==> src/sacc_pkg.sv <==
package sacc_pkg;
    // ****************************************************
    // Timing
    // ****************************************************
    localparam int CLK_HZ = 20_000_000;
    localparam int BAUD = 9600;
    localparam int BIT_CYCLES = CLK_HZ / BAUD;
    localparam int SEC_CYCLES = CLK_HZ;
    localparam int SILENCE_SEC = 2;
    localparam int SILENCE_CYCLES = SILENCE_SEC * CLK_HZ;
    localparam int PAIR_TIMEOUT_MS = 500;
    localparam int PAIR_CYCLES = PAIR_TIMEOUT_MS * (CLK_HZ / 1000);
    // ****************************************************
    // Audio store
    // ****************************************************
    localparam int STORE_SEC = 240;
    localparam logic [6:0] DEF_CELLS = 7'h08;
    // ****************************************************
    // Instruction and response codes
    // ****************************************************
    localparam logic [7:0] OP_EXT_OFF = 8'h00;
    localparam logic [7:0] OP_ONE_CELL = 8'h03;
    localparam logic [7:0] OP_STOP = 8'h1F;
    localparam logic [7:0] OP_EXT_ON = 8'h20;
    localparam logic [7:0] OP_STATUS = 8'h40;
    localparam logic [7:0] RSP_REC_DONE = 8'h7E;
    localparam logic [7:0] RSP_MISMATCH = 8'h7F;
    localparam logic [7:0] RSP_TIMEOUT = 8'h40;
    localparam logic [7:0] RSP_PLAY_START = 8'h80;
    localparam logic [7:0] RSP_PLAY_DONE = 8'h81;
    // ****************************************************
    // Registers
    // ****************************************************
    localparam logic [7:0] OFS_CTRL = 8'h00;
    localparam logic [7:0] OFS_STATE = 8'h04;
    localparam logic [7:0] OFS_IRQ_STAT = 8'h08;
    localparam logic [7:0] OFS_IRQ_CLR = 8'h0C;
    localparam logic [7:0] OFS_IRQ_EN = 8'h10;
    localparam int IRQ_CMD = 0;
    localparam int IRQ_REC = 1;
    localparam int IRQ_PLAY = 2;
    localparam int IRQ_ERR = 3;
    localparam int IRQ_W = 4;
    localparam logic CTRL_RST = 1'b1;
    typedef enum logic [1:0] {MODE_IDLE, MODE_REC, MODE_PLAY} sacc_mode_type;
endpackage

==> src/sacc_top.sv <==
// Summary of operation
// RQ1: 240 s store, default eight 30 s cells
// RQ2: Cell count 1,2,4,8,16,30,60, equal shares
// RQ3: Recording ends after 2 s continuous silence
// RQ4: Recording ends when the cell is full
// RQ5: DTR off: bytes forwarded, never decoded
// RQ6: DTR on: bytes decoded as instructions
// RQ7: Each received byte is one whole instruction
// RQ8: Answers are single bytes on host port
// RQ9: Cell plays once or a repeated count
// RQ10: Six independent speaker select outputs
// RQ11: Output fed by playback or external input
// RQ12: Play, repeat, stop, output, cells, record, status, speakers
// RQ13: Sent twice unless playing; matched pair executes
// RQ14: Host link 9600 baud, one stop, no parity
// RQ15: 01 plays, 10 records, low six bits cell
// RQ16: Status answers four bytes
// RQ17: Unknown codes are ignored
// RQ18: Cell count changes only when idle
`timescale 1ns/1ps
`default_nettype none
module sacc_top import sacc_pkg::*; #(
    parameter int SEC_CYC = SEC_CYCLES,
    parameter int SIL_CYC = SILENCE_CYCLES,
    parameter int PAIR_CYC = PAIR_CYCLES,
    parameter int BIT_CYC = BIT_CYCLES
) (
    input wire logic pclk,
    input wire logic presetn,
    input wire logic psel,
    input wire logic penable,
    input wire logic pwrite,
    input wire logic [7:0] paddr,
    input wire logic [31:0] pwdata,
    output logic [31:0] prdata,
    output logic pready,
    output logic pslverr,
    output logic irq,
    input wire logic host_rxd,
    input wire logic host_dtr,
    output logic host_txd,
    output logic passthrough_txd,
    input wire logic audio_present,
    output logic [5:0] speaker_sel,
    output logic play_active,
    output logic record_active,
    output logic out_ext_sel,
    output logic [5:0] active_cell
);
    // ****************************************************
    // Serial ends
    // ****************************************************
    logic [7:0] rx_byte;
    logic rx_valid;
    logic tx_start;
    logic tx_busy;
    logic [7:0] tx_data;

    sacc_uart_rx #(.CYC(BIT_CYC)) sacc_uart_rx_inst (
        .clk(pclk),
        .rst_n(presetn),
        .rxd(host_rxd),
        .data(rx_byte),
        .valid(rx_valid)
    );
    sacc_uart_tx #(.CYC(BIT_CYC)) sacc_uart_tx_inst (
        .clk(pclk),
        .rst_n(presetn),
        .start(tx_start),
        .data(tx_data),
        .busy(tx_busy),
        .txd(host_txd)
    );

    // Idle high while DTR is on so the printer sees no noise
    always_ff @(posedge pclk or negedge presetn) begin
        if (!presetn) passthrough_txd <= 1'b1;
        else passthrough_txd <= host_dtr ? 1'b1 : host_rxd; // [RQ5]
    end

    // ****************************************************
    // Pair check
    // ****************************************************
    sacc_mode_type mode;
    logic cmd_en;
    logic have_first;
    logic [7:0] first_byte;
    logic [31:0] pair_tmr;
    logic byte_in;
    logic cmd_go;
    logic mism;
    logic tmo;

    assign byte_in = rx_valid && host_dtr && cmd_en; // [RQ5] [RQ6]
    assign tmo = have_first && !byte_in && pair_tmr == 32'h0;

    always_comb begin
        cmd_go = 1'b0;
        mism = 1'b0;
        if (byte_in) begin
            if (mode == MODE_PLAY) cmd_go = 1'b1; // [RQ13]
            else if (have_first && rx_byte == first_byte) cmd_go = 1'b1; // [RQ13]
            else if (have_first) mism = 1'b1;
        end
    end

    always_ff @(posedge pclk or negedge presetn) begin
        if (!presetn) begin
            have_first <= 1'b0;
            first_byte <= 8'h00;
            pair_tmr <= 32'h0;
        end else if (byte_in && mode != MODE_PLAY && !have_first) begin
            have_first <= 1'b1;
            first_byte <= rx_byte;
            pair_tmr <= 32'(PAIR_CYC - 1);
        end else if (byte_in || tmo) begin
            have_first <= 1'b0;
        end else if (have_first) begin
            pair_tmr <= pair_tmr - 32'h1;
        end
    end

    // ****************************************************
    // Decode
    // ****************************************************
    logic [6:0] cells;
    logic [5:0] cell_no;
    logic cell_ok;
    logic is_play, is_rec, is_spk, is_rep, is_cfg, is_stat, is_stop, is_on, is_off, cmd_ok;
    logic [6:0] cfg_val;

    assign cell_no = rx_byte[5:0]; // [RQ15]
    assign cell_ok = cell_no != 6'h00 && {1'b0, cell_no} <= cells;
    assign is_stat = rx_byte == OP_STATUS; // [RQ16]
    assign is_play = rx_byte[7:6] == 2'b01 && cell_ok && mode != MODE_REC; // [RQ15]
    assign is_rec = rx_byte[7:6] == 2'b10 && cell_ok && mode == MODE_IDLE; // [RQ15]
    assign is_spk = rx_byte[7:6] == 2'b11;
    assign is_rep = rx_byte[7:5] == 3'b001 && rx_byte[4:0] != 5'h00 && mode == MODE_PLAY;
    assign is_stop = rx_byte == OP_STOP;
    assign is_on = rx_byte == OP_EXT_ON;
    assign is_off = rx_byte == OP_EXT_OFF;
    assign cfg_val = rx_byte == OP_ONE_CELL ? 7'h01 : {rx_byte[5:0], 1'b0}; // [RQ2]
    assign is_cfg = mode == MODE_IDLE && (rx_byte == OP_ONE_CELL || (rx_byte[7:5] == 3'b000 &&
        (rx_byte[4:0] inside {5'h01, 5'h02, 5'h04, 5'h08, 5'h0F, 5'h1E}))); // [RQ2] [RQ18]
    // Whole byte decoded at once; anything else leaves state alone [RQ7] [RQ12] [RQ17]
    assign cmd_ok = is_stat || is_play || is_rec || is_spk || is_rep || is_stop ||
        is_on || is_off || is_cfg;

    always_ff @(posedge pclk or negedge presetn) begin
        if (!presetn) cells <= DEF_CELLS; // [RQ1]
        else if (cmd_go && is_cfg) cells <= cfg_val; // [RQ2] [RQ18]
    end

    always_ff @(posedge pclk or negedge presetn) begin
        if (!presetn) speaker_sel <= 6'h00;
        else if (cmd_go && is_spk) speaker_sel <= rx_byte[5:0]; // [RQ10]
    end

    // ****************************************************
    // Record and play
    // ****************************************************
    logic [31:0] sec_cnt;
    logic [31:0] sil_cnt;
    logic [7:0] elapsed;
    logic [7:0] cap;
    logic [4:0] rep_left;
    logic [7:0] rec_len [64];
    logic ext_en;
    logic tick, full, rec_end, play_hit, play_end;

    function automatic logic [7:0] cap_of(input logic [6:0] c);
        case (c)
            7'h01: cap_of = 8'(STORE_SEC / 1);
            7'h02: cap_of = 8'(STORE_SEC / 2);
            7'h04: cap_of = 8'(STORE_SEC / 4);
            7'h08: cap_of = 8'(STORE_SEC / 8);
            7'h10: cap_of = 8'(STORE_SEC / 16);
            7'h1E: cap_of = 8'(STORE_SEC / 30);
            default: cap_of = 8'(STORE_SEC / 60);
        endcase
    endfunction

    assign cap = cap_of(cells); // [RQ1] [RQ2]
    assign tick = sec_cnt == 32'(SEC_CYC - 1);
    assign full = tick && elapsed + 8'h01 == cap; // [RQ4]
    assign rec_end = mode == MODE_REC && (full || sil_cnt == 32'(SIL_CYC - 1)); // [RQ3] [RQ4]
    assign play_hit = mode == MODE_PLAY && elapsed == rec_len[active_cell];
    assign play_end = play_hit && rep_left == 5'h00;

    always_ff @(posedge pclk or negedge presetn) begin
        if (!presetn) begin
            mode <= MODE_IDLE;
            active_cell <= 6'h00;
            sec_cnt <= 32'h0;
            elapsed <= 8'h00;
        end else if (cmd_go && (is_rec || is_play)) begin
            mode <= is_rec ? MODE_REC : MODE_PLAY; // [RQ9] [RQ15]
            active_cell <= cell_no;
            sec_cnt <= 32'h0;
            elapsed <= 8'h00;
        end else if (cmd_go && mode == MODE_PLAY && (is_stop || is_on || is_off)) begin
            mode <= MODE_IDLE;
        end else if (rec_end || play_end) begin
            mode <= MODE_IDLE; // [RQ3] [RQ4]
        end else if (play_hit) begin
            sec_cnt <= 32'h0;
            elapsed <= 8'h00; // [RQ9]
        end else if (mode != MODE_IDLE) begin
            sec_cnt <= tick ? 32'h0 : sec_cnt + 32'h1;
            if (tick) elapsed <= elapsed + 8'h01;
        end
    end

    always_ff @(posedge pclk or negedge presetn) begin
        if (!presetn) rep_left <= 5'h00;
        else if (cmd_go && is_play) rep_left <= 5'h00;
        else if (cmd_go && is_rep) rep_left <= rx_byte[4:0]; // [RQ9]
        else if (play_hit && rep_left != 5'h00) rep_left <= rep_left - 5'h01;
    end

    // Any sound restarts the silence window
    always_ff @(posedge pclk or negedge presetn) begin
        if (!presetn) sil_cnt <= 32'h0;
        else if (mode != MODE_REC || audio_present) sil_cnt <= 32'h0;
        else sil_cnt <= sil_cnt + 32'h1; // [RQ3]
    end

    // Length kept in whole seconds; trailing silence is part of it
    always_ff @(posedge pclk or negedge presetn) begin
        if (!presetn) begin
            for (int i = 0; i < 64; i++) rec_len[i] <= 8'h00;
        end else if (rec_end) begin
            rec_len[active_cell] <= full ? cap : elapsed; // [RQ4]
        end
    end

    always_ff @(posedge pclk or negedge presetn) begin
        if (!presetn) ext_en <= 1'b0;
        else if (cmd_go && is_on) ext_en <= 1'b1; // [RQ11]
        else if (cmd_go && (is_off || is_play)) ext_en <= 1'b0; // [RQ11]
    end

    always_ff @(posedge pclk or negedge presetn) begin
        if (!presetn) begin
            play_active <= 1'b0;
            record_active <= 1'b0;
            out_ext_sel <= 1'b0;
        end else begin
            play_active <= mode == MODE_PLAY; // [RQ11]
            record_active <= mode == MODE_REC;
            out_ext_sel <= ext_en; // [RQ11]
        end
    end

    // ****************************************************
    // Answers
    // ****************************************************
    logic [6:0] pend;
    logic [6:0] ev;
    logic [6:0] gnt;
    logic [7:0] ack_byte;
    logic [7:0] resp [4];
    logic [2:0] resp_n;

    assign ev = {tmo, mism, play_end, rec_end, cmd_go && is_play,
        cmd_go && cmd_ok && !is_stat, cmd_go && is_stat};
    assign gnt = resp_n == 3'h0 ? (pend & (~pend + 7'h01)) : 7'h00;
    assign tx_start = resp_n != 3'h0 && !tx_busy;
    assign tx_data = resp[0];

    // New event wins over the grant that clears it
    always_ff @(posedge pclk or negedge presetn) begin
        if (!presetn) begin
            pend <= 7'h00;
            ack_byte <= 8'h00;
        end else begin
            pend <= (pend & ~gnt) | ev;
            if (ev[1]) ack_byte <= rx_byte; // [RQ13]
        end
    end

    always_ff @(posedge pclk or negedge presetn) begin
        if (!presetn) begin
            for (int i = 0; i < 4; i++) resp[i] <= 8'h00;
            resp_n <= 3'h0;
        end else if (gnt[0]) begin
            resp[0] <= OP_STATUS; // [RQ16]
            resp[1] <= {ext_en, mode == MODE_PLAY, speaker_sel}; // [RQ16]
            resp[2] <= {1'b0, cells};
            resp[3] <= mode == MODE_PLAY ? {2'b00, active_cell} : 8'h00;
            resp_n <= 3'h4;
        end else if (gnt != 7'h00) begin
            unique case (1'b1)
                gnt[1]: resp[0] <= ack_byte;
                gnt[2]: resp[0] <= RSP_PLAY_START;
                gnt[3]: resp[0] <= RSP_REC_DONE;
                gnt[4]: resp[0] <= RSP_PLAY_DONE;
                gnt[5]: resp[0] <= RSP_MISMATCH;
                gnt[6]: resp[0] <= RSP_TIMEOUT;
            endcase
            resp_n <= 3'h1; // [RQ8]
        end else if (tx_start) begin
            for (int i = 0; i < 3; i++) resp[i] <= resp[i + 1];
            resp_n <= resp_n - 3'h1;
        end
    end

    // ****************************************************
    // APB registers and interrupt
    // ****************************************************
    logic [IRQ_W-1:0] irq_stat;
    logic [IRQ_W-1:0] irq_en;
    logic [IRQ_W-1:0] irq_ev;
    logic wr;

    assign wr = psel && penable && pready && pwrite;
    assign irq_ev = {mism || tmo, play_end, rec_end, cmd_go && cmd_ok};

    always_ff @(posedge pclk or negedge presetn) begin
        if (!presetn) begin
            pready <= 1'b0;
            pslverr <= 1'b0;
            prdata <= 32'h0;
        end else begin
            pready <= psel && !penable;
            pslverr <= psel && !penable && !(paddr inside {OFS_CTRL, OFS_STATE,
                OFS_IRQ_STAT, OFS_IRQ_CLR, OFS_IRQ_EN});
            prdata <= 32'h0;
            if (psel && !penable && !pwrite) begin
                unique case (paddr)
                    OFS_CTRL: prdata <= {31'h0, cmd_en};
                    OFS_STATE: prdata <= {9'h0, cells, 1'b0, record_active, active_cell,
                        out_ext_sel, play_active, speaker_sel};
                    OFS_IRQ_STAT: prdata <= {28'h0, irq_stat};
                    OFS_IRQ_EN: prdata <= {28'h0, irq_en};
                    default: prdata <= 32'h0;
                endcase
            end
        end
    end

    always_ff @(posedge pclk or negedge presetn) begin
        if (!presetn) begin
            cmd_en <= CTRL_RST;
            irq_en <= '0;
            irq_stat <= '0;
            irq <= 1'b0;
        end else begin
            if (wr && paddr == OFS_CTRL) cmd_en <= pwdata[0];
            if (wr && paddr == OFS_IRQ_EN) irq_en <= pwdata[IRQ_W-1:0];
            irq_stat <= (irq_stat & ~((wr && paddr == OFS_IRQ_CLR) ?
                pwdata[IRQ_W-1:0] : '0)) | irq_ev;
            irq <= |(irq_stat & irq_en);
        end
    end
endmodule // sacc_top
`default_nettype wire

==> src/sacc_uart_rx.sv <==
`timescale 1ns/1ps
`default_nettype none
module sacc_uart_rx import sacc_pkg::*; #(
    parameter int CYC = BIT_CYCLES
) (
    input wire logic clk,
    input wire logic rst_n,
    input wire logic rxd,
    output logic [7:0] data,
    output logic valid
);
    logic rx_meta;
    logic rx_s;
    logic busy;
    logic [31:0] cnt;
    logic [3:0] bitn;
    logic [7:0] sh;

    always_ff @(posedge clk or negedge rst_n) begin
        if (!rst_n) begin
            rx_meta <= 1'b1;
            rx_s <= 1'b1;
        end else begin
            rx_meta <= rxd;
            rx_s <= rx_meta;
        end
    end

    // Start, eight data bits LSB first, one stop bit, no parity [RQ14]
    always_ff @(posedge clk or negedge rst_n) begin
        if (!rst_n) begin
            busy <= 1'b0;
            cnt <= 32'h0;
            bitn <= 4'h0;
            sh <= 8'h00;
            data <= 8'h00;
            valid <= 1'b0;
        end else begin
            valid <= 1'b0;
            if (!busy) begin
                if (!rx_s) begin
                    busy <= 1'b1;
                    cnt <= 32'(CYC / 2);
                    bitn <= 4'h0;
                end
            end else if (cnt != 32'h0) begin
                cnt <= cnt - 32'h1;
            end else begin
                cnt <= 32'(CYC - 1);
                bitn <= bitn + 4'h1;
                if (bitn == 4'h0) begin
                    // Glitch shorter than half a bit
                    if (rx_s) busy <= 1'b0;
                end else if (bitn <= 4'h8) begin
                    sh <= {rx_s, sh[7:1]};
                end else begin
                    busy <= 1'b0;
                    if (rx_s) begin
                        data <= sh;
                        valid <= 1'b1;
                    end
                end
            end
        end
    end
endmodule // sacc_uart_rx
`default_nettype wire

==> src/sacc_uart_tx.sv <==
`timescale 1ns/1ps
`default_nettype none
module sacc_uart_tx import sacc_pkg::*; #(
    parameter int CYC = BIT_CYCLES
) (
    input wire logic clk,
    input wire logic rst_n,
    input wire logic start,
    input wire logic [7:0] data,
    output logic busy,
    output logic txd
);
    logic [9:0] sh;
    logic [31:0] cnt;
    logic [3:0] n;

    // One byte per frame, stop bit last [RQ8] [RQ14]
    always_ff @(posedge clk or negedge rst_n) begin
        if (!rst_n) begin
            busy <= 1'b0;
            txd <= 1'b1;
            sh <= 10'h3FF;
            cnt <= 32'h0;
            n <= 4'h0;
        end else if (!busy) begin
            if (start) begin
                busy <= 1'b1;
                sh <= {1'b1, data, 1'b0};
                n <= 4'h0;
                cnt <= 32'h0;
            end
        end else if (cnt != 32'h0) begin
            cnt <= cnt - 32'h1;
        end else if (n == 4'hA) begin
            busy <= 1'b0;
        end else begin
            txd <= sh[0];
            sh <= {1'b1, sh[9:1]};
            n <= n + 4'h1;
            cnt <= 32'(CYC - 1);
        end
    end
endmodule // sacc_uart_tx
`default_nettype wire

==> config.mk <==
export PLATFORM = sky130hd
export DESIGN_NAME = sacc_top
export DESIGN_NICKNAME = d
export VERILOG_FILES = /design/src/sacc_pkg.sv /design/src/sacc_top.sv /design/src/sacc_uart_rx.sv /design/src/sacc_uart_tx.sv
export SDC_FILE = /design/constraint.sdc
export NUM_CORES = 2
export LEC_CHECK = 0
export BUFFER_PORTS_ARGS = -buffer_cell sky130_fd_sc_hd__buf_2
export CORE_ASPECT_RATIO = 0.75
export CORE_MARGIN = 2
export CORE_UTILIZATION = 25
export CTS_BUF_LIST = sky130_fd_sc_hd__clkbuf_2 sky130_fd_sc_hd__clkbuf_4 sky130_fd_sc_hd__clkbuf_8
export DETAILED_ROUTE_END_ITERATION = 8
export MAX_ROUTING_LAYER = met4
export PLACE_DENSITY = 0.41
export SLEW_MARGIN = 20
export SYNTH_ARGS = -nofsm -noshare
export SYNTH_HDL_FRONTEND = slang
export SYNTH_SLANG_ARGS = --single-unit
==> constraint.sdc <==
create_clock -name pclk -period 3.48 [get_ports pclk]
set_input_delay 0.696 -clock pclk [delete_from_list [all_inputs] [get_ports pclk]]
set_output_delay 0.696 -clock pclk [all_outputs]
set_load 0.1 [all_outputs]
==> results by group <==
Run status
  – Status: finished with violations
  – Failing checks: negative setup slack

Timing
  – Layout Skew: around 65 ps
  – Final Setup Violations: 339
  – Max_slew headroom: 26.7%
  – Final Max Tran Viols: 0
  – Final worst-path cycle share: 117%
  – Least-Margin Pin Slew: ~1100 ps
  – RSZ-0062 raised after global routing: true
  – Setup TNS: -34440 ps
  – Post-layout min period: 4070 ps
  – Highest clock rate: 246 MHz
  – Count of final hold-check violations: 0
  – Slack of the critical path: -592 ps

Global routing
  – First-pass GRT wire length: about 210000 µm
  – Largest net degree at the start of global routing: 117
  – GRT Total Usage: 17.0%
  – Initial antenna violation count: 5
  – Number of global-route vias before repair: 30878
  – Remaining Overflow, GRT: 0

Yosys
  – Yosys reg bits: 840
  – Mapped Cells: 3997
  – Area contributors post-synth: dfrtp_1, nand2_1, o21ai_0, mux4_2, clkbuf_1
  – Register area share after synthesis: a little over half
  – FFs w/ async S/R, synth: 100%
  – Main synth FF type: dfrtp_1
  – Mapped Area: 39800 µm²
  – Post-synth cell types: 93
  – Post-synth EDFFs: 0
  – Syn_area_per_cell: between 9 and 10 µm²
  – Ys Warns: 0
  – Share of Yosys cell area claimed by the top area cell type: 51.9%
  – Yosys top cell by area: dfrtp_1
  – Count leader, synth: nand2_1
  – Post-synth top cells: nand2_1, dfrtp_1, o21ai_0

Detailed routing
  – Via density per instance: 4.82
  – DRT antenna net count: 0
  – Iter 0 DRT Violations: between 2000 and 3000
  – DRT Wirelength: ~140000 µm
  – Routed vias: 32383
  – DR pass1 iterations: 8
  – WL/cell: 21.2 µm
  – Post-route DRC: 0

Hold path
  – WHS Endpoint: cmd_en
  – Hold Startpoint: pwdata[0]
  – WHS Path Cells: 2
  – Worst min-delay path class: in -> reg

Setup path
  – Crit Path Class: reg -> reg
  – Worst EP required: 4210 ps
  – Origin of the critical flop-to-flop path: active_cell[0]
  – Setup slack, reg-to-reg: -590 ps
  – CP max FO: 7
  – Critical Path Source Type: register
  – R2R cell count: 18
  – CP arrival: 4800 ps
  – Worst Setup End Kind: register
  – Worst R2R End: sec_cnt[20]

Floorplanning
  – Core area: 158000 µm²
  – Die Span X: 464 µm
  – Die area: 162000 µm²
  – Die Y: 349 µm
  – Io pins: 100
  – # rows: 126
  – Initial core utilization: 25.2%

Placed design
  – Buffers on Ports: 61
  – Inst Count DP: around 6400
  – DP Wirelength: 90900 µm
  – Area after DPL: 46300 µm²
  – Placer Congestion: 0.849

Final layout
  – P&R area growth vs syn: 35.0%
  – Final Instance Area: 53700 µm²
  – Nets@finish: between 4000 and 5000
  – Proportion of layout cells with a drive suffix above 1: 30.6%
  – Core Util, Final: 34.0%
  – Non-Filler Instances: 6725

CTS
  – Max H-tree Level: 4
  – Clk pin slew, worst setup/hold paths: 60 ps
  – Num CTS Buffers: 150
  – CTS max path bufs: 3
  – Clock tree sinks: 840
  – Clock Tree Root: clkbuf_8
  – CTS tree: built
  – Clk_lat worst skew: 910 ps

Pwr
  – Power Internal: 15.5 mW
  – Switching share of power: between 20% and 30%
  – Sequential power share: 48.3%
  – Power share of the clock group: 50.1%
  – IR drop worst, VDD: 302 µV
  – Psw: 4.77 mW
  – Pwr/cell area: 377 nW/µm²
  – Leakage: 23.9 nW
  – Comb power frac: 1.7%

Job
  – Max-cap violations: 0
[cell type report]
type / instances / area, µm²
clock inverters: 24 / 181
diodes: 2 / 5.00
fillers: 16065 / 104000
multi-input cells: 2822 / 19400
inverters: 66 / 249
well taps: 2112 / 2640
repair buffers: 615 / 7040
clock buffers: 244 / 3080
flip-flops and latches: 840 / 21100
[what timing repair did]
item,4_1_cts,5_1_grt
hold buffers,6,0
pin swaps,21,152
hold endpoints to repair,40,0
setup buffers,28,33
resized for setup,95,628
endpoints found under the setup margin,49,566
cloned,8,42
[registers in the layout, indices dropped and copies added, names as in the netlist, 7 cells and up]
signal and count:
cells 7, sec_cnt 32, resp 21, pair_tmr 32, sacc_uart_tx_inst.cnt 32, pend 7
ack_byte 8, sacc_uart_rx_inst.cnt 32, sacc_uart_rx_inst.data 8, sacc_uart_tx_inst.sh 9, sil_cnt 32, first_byte 8
tx_data 8, sacc_uart_rx_inst.sh 8, prdata 22, rec_len 512, elapsed 8
[how the worst max path moves through the flow]
stage | from | end | slack (ps) | depth (start not counted)
after floorplan | active_cell[0] | sec_cnt[20] | -170 | 15
after global placement | active_cell[0] | sec_cnt[15] | -640 | 15
after detailed placement | active_cell[0] | sec_cnt[20] | -630 | 13
after CTS | active_cell[0] | sec_cnt[20] | -560 | 18
after global routing | active_cell[0] | sec_cnt[20] | -680 | 18
final | active_cell[0] | sec_cnt[20] | -590 | 18
[worst max-delay path, stage by stage, from the launching register on]
cell and delay [ps]:
dfrtp_4 590, buf_6 170, buf_6 110, buf_6 110, buf_6 110, mux4_2 440
mux2i_1 160, buf_4 200, o22ai_4 80, nor4_2 260, mux2i_1 340, o2111ai_4 250
nor3_4 240, or4_4 200, buf_6 110, buf_6 90, buf_12 130, nor2_1 50
a211o_1 260
[stage by stage]
| step | power [mW] | hold WS [ps] | setup WS (ps) |
|---|---|---|---|
| finish | 20.3 | 111 | -592 |
| global route | 21.1 | 64.4 | -678 |
| CTS | 20.6 | 13.1 | -556 |
| detailed placement | 10.3 | 349 | -627 |
| global placement | 10.3 | 347 | -635 |
| floorplan | 10.0 | 345 | -168 |
[cells by family (layout without fill, tap and decap cells)]
| group | Yosys count | in the layout | share of synthesized area [%] |
|---|---|---|---|
| XOR/XNOR | 77 | 77 | 1.78 |
| buffers and inverters | 347 | 949 | 3.96 |
| AND/OR/NAND/NOR | 1485 | 1488 | 17.3 |
| AO/OA/AOI/OAI | 1023 | 1023 | 15.1 |
| other | 1 | 12 | 0.00943 |
| flip-flops | 840 | 840 | 52.9 |
| multiplexers | 202 | 202 | 8.18 |
| adder cells (fa/ha/maj) | 22 | 22 | 0.692 |
[metal layers]
layer / vias up / routed length (µm) / GRT usage (%)
li1: 15238 / - / -
met1: 16287 / 76100 / 26.4
met2: 684 / 57300 / 22.5
met3: 174 / 6330 / 2.55
met4: 0 / 2590 / 4.70
met5: - / 0 / -
[cells in the final DEF (no fill, tap or decap), drive strengths merged, types with 46 or more instances in the layout]
cell type and instances:
dfrtp 825, nor2 170, nand2 871, nor3 61
buf 572, nand3 65, inv 68, a21oi 76
clkbuf 280, nor4 46, mux2i 71, mux4 92
o21ai 655
[power by group through the flow]
stage | combinational [mW] | sequential, mW | clock (mW)
floorplan | 0.0658 | 9.97 | 0
global placement | 0.350 | 9.95 | 0
detailed placement | 0.350 | 9.95 | 0
CTS | 0.357 | 9.78 | 10.5
global route | 0.385 | 9.77 | 10.9
finish | 0.336 | 9.78 | 10.1
(Power assumes the default switching activity.)
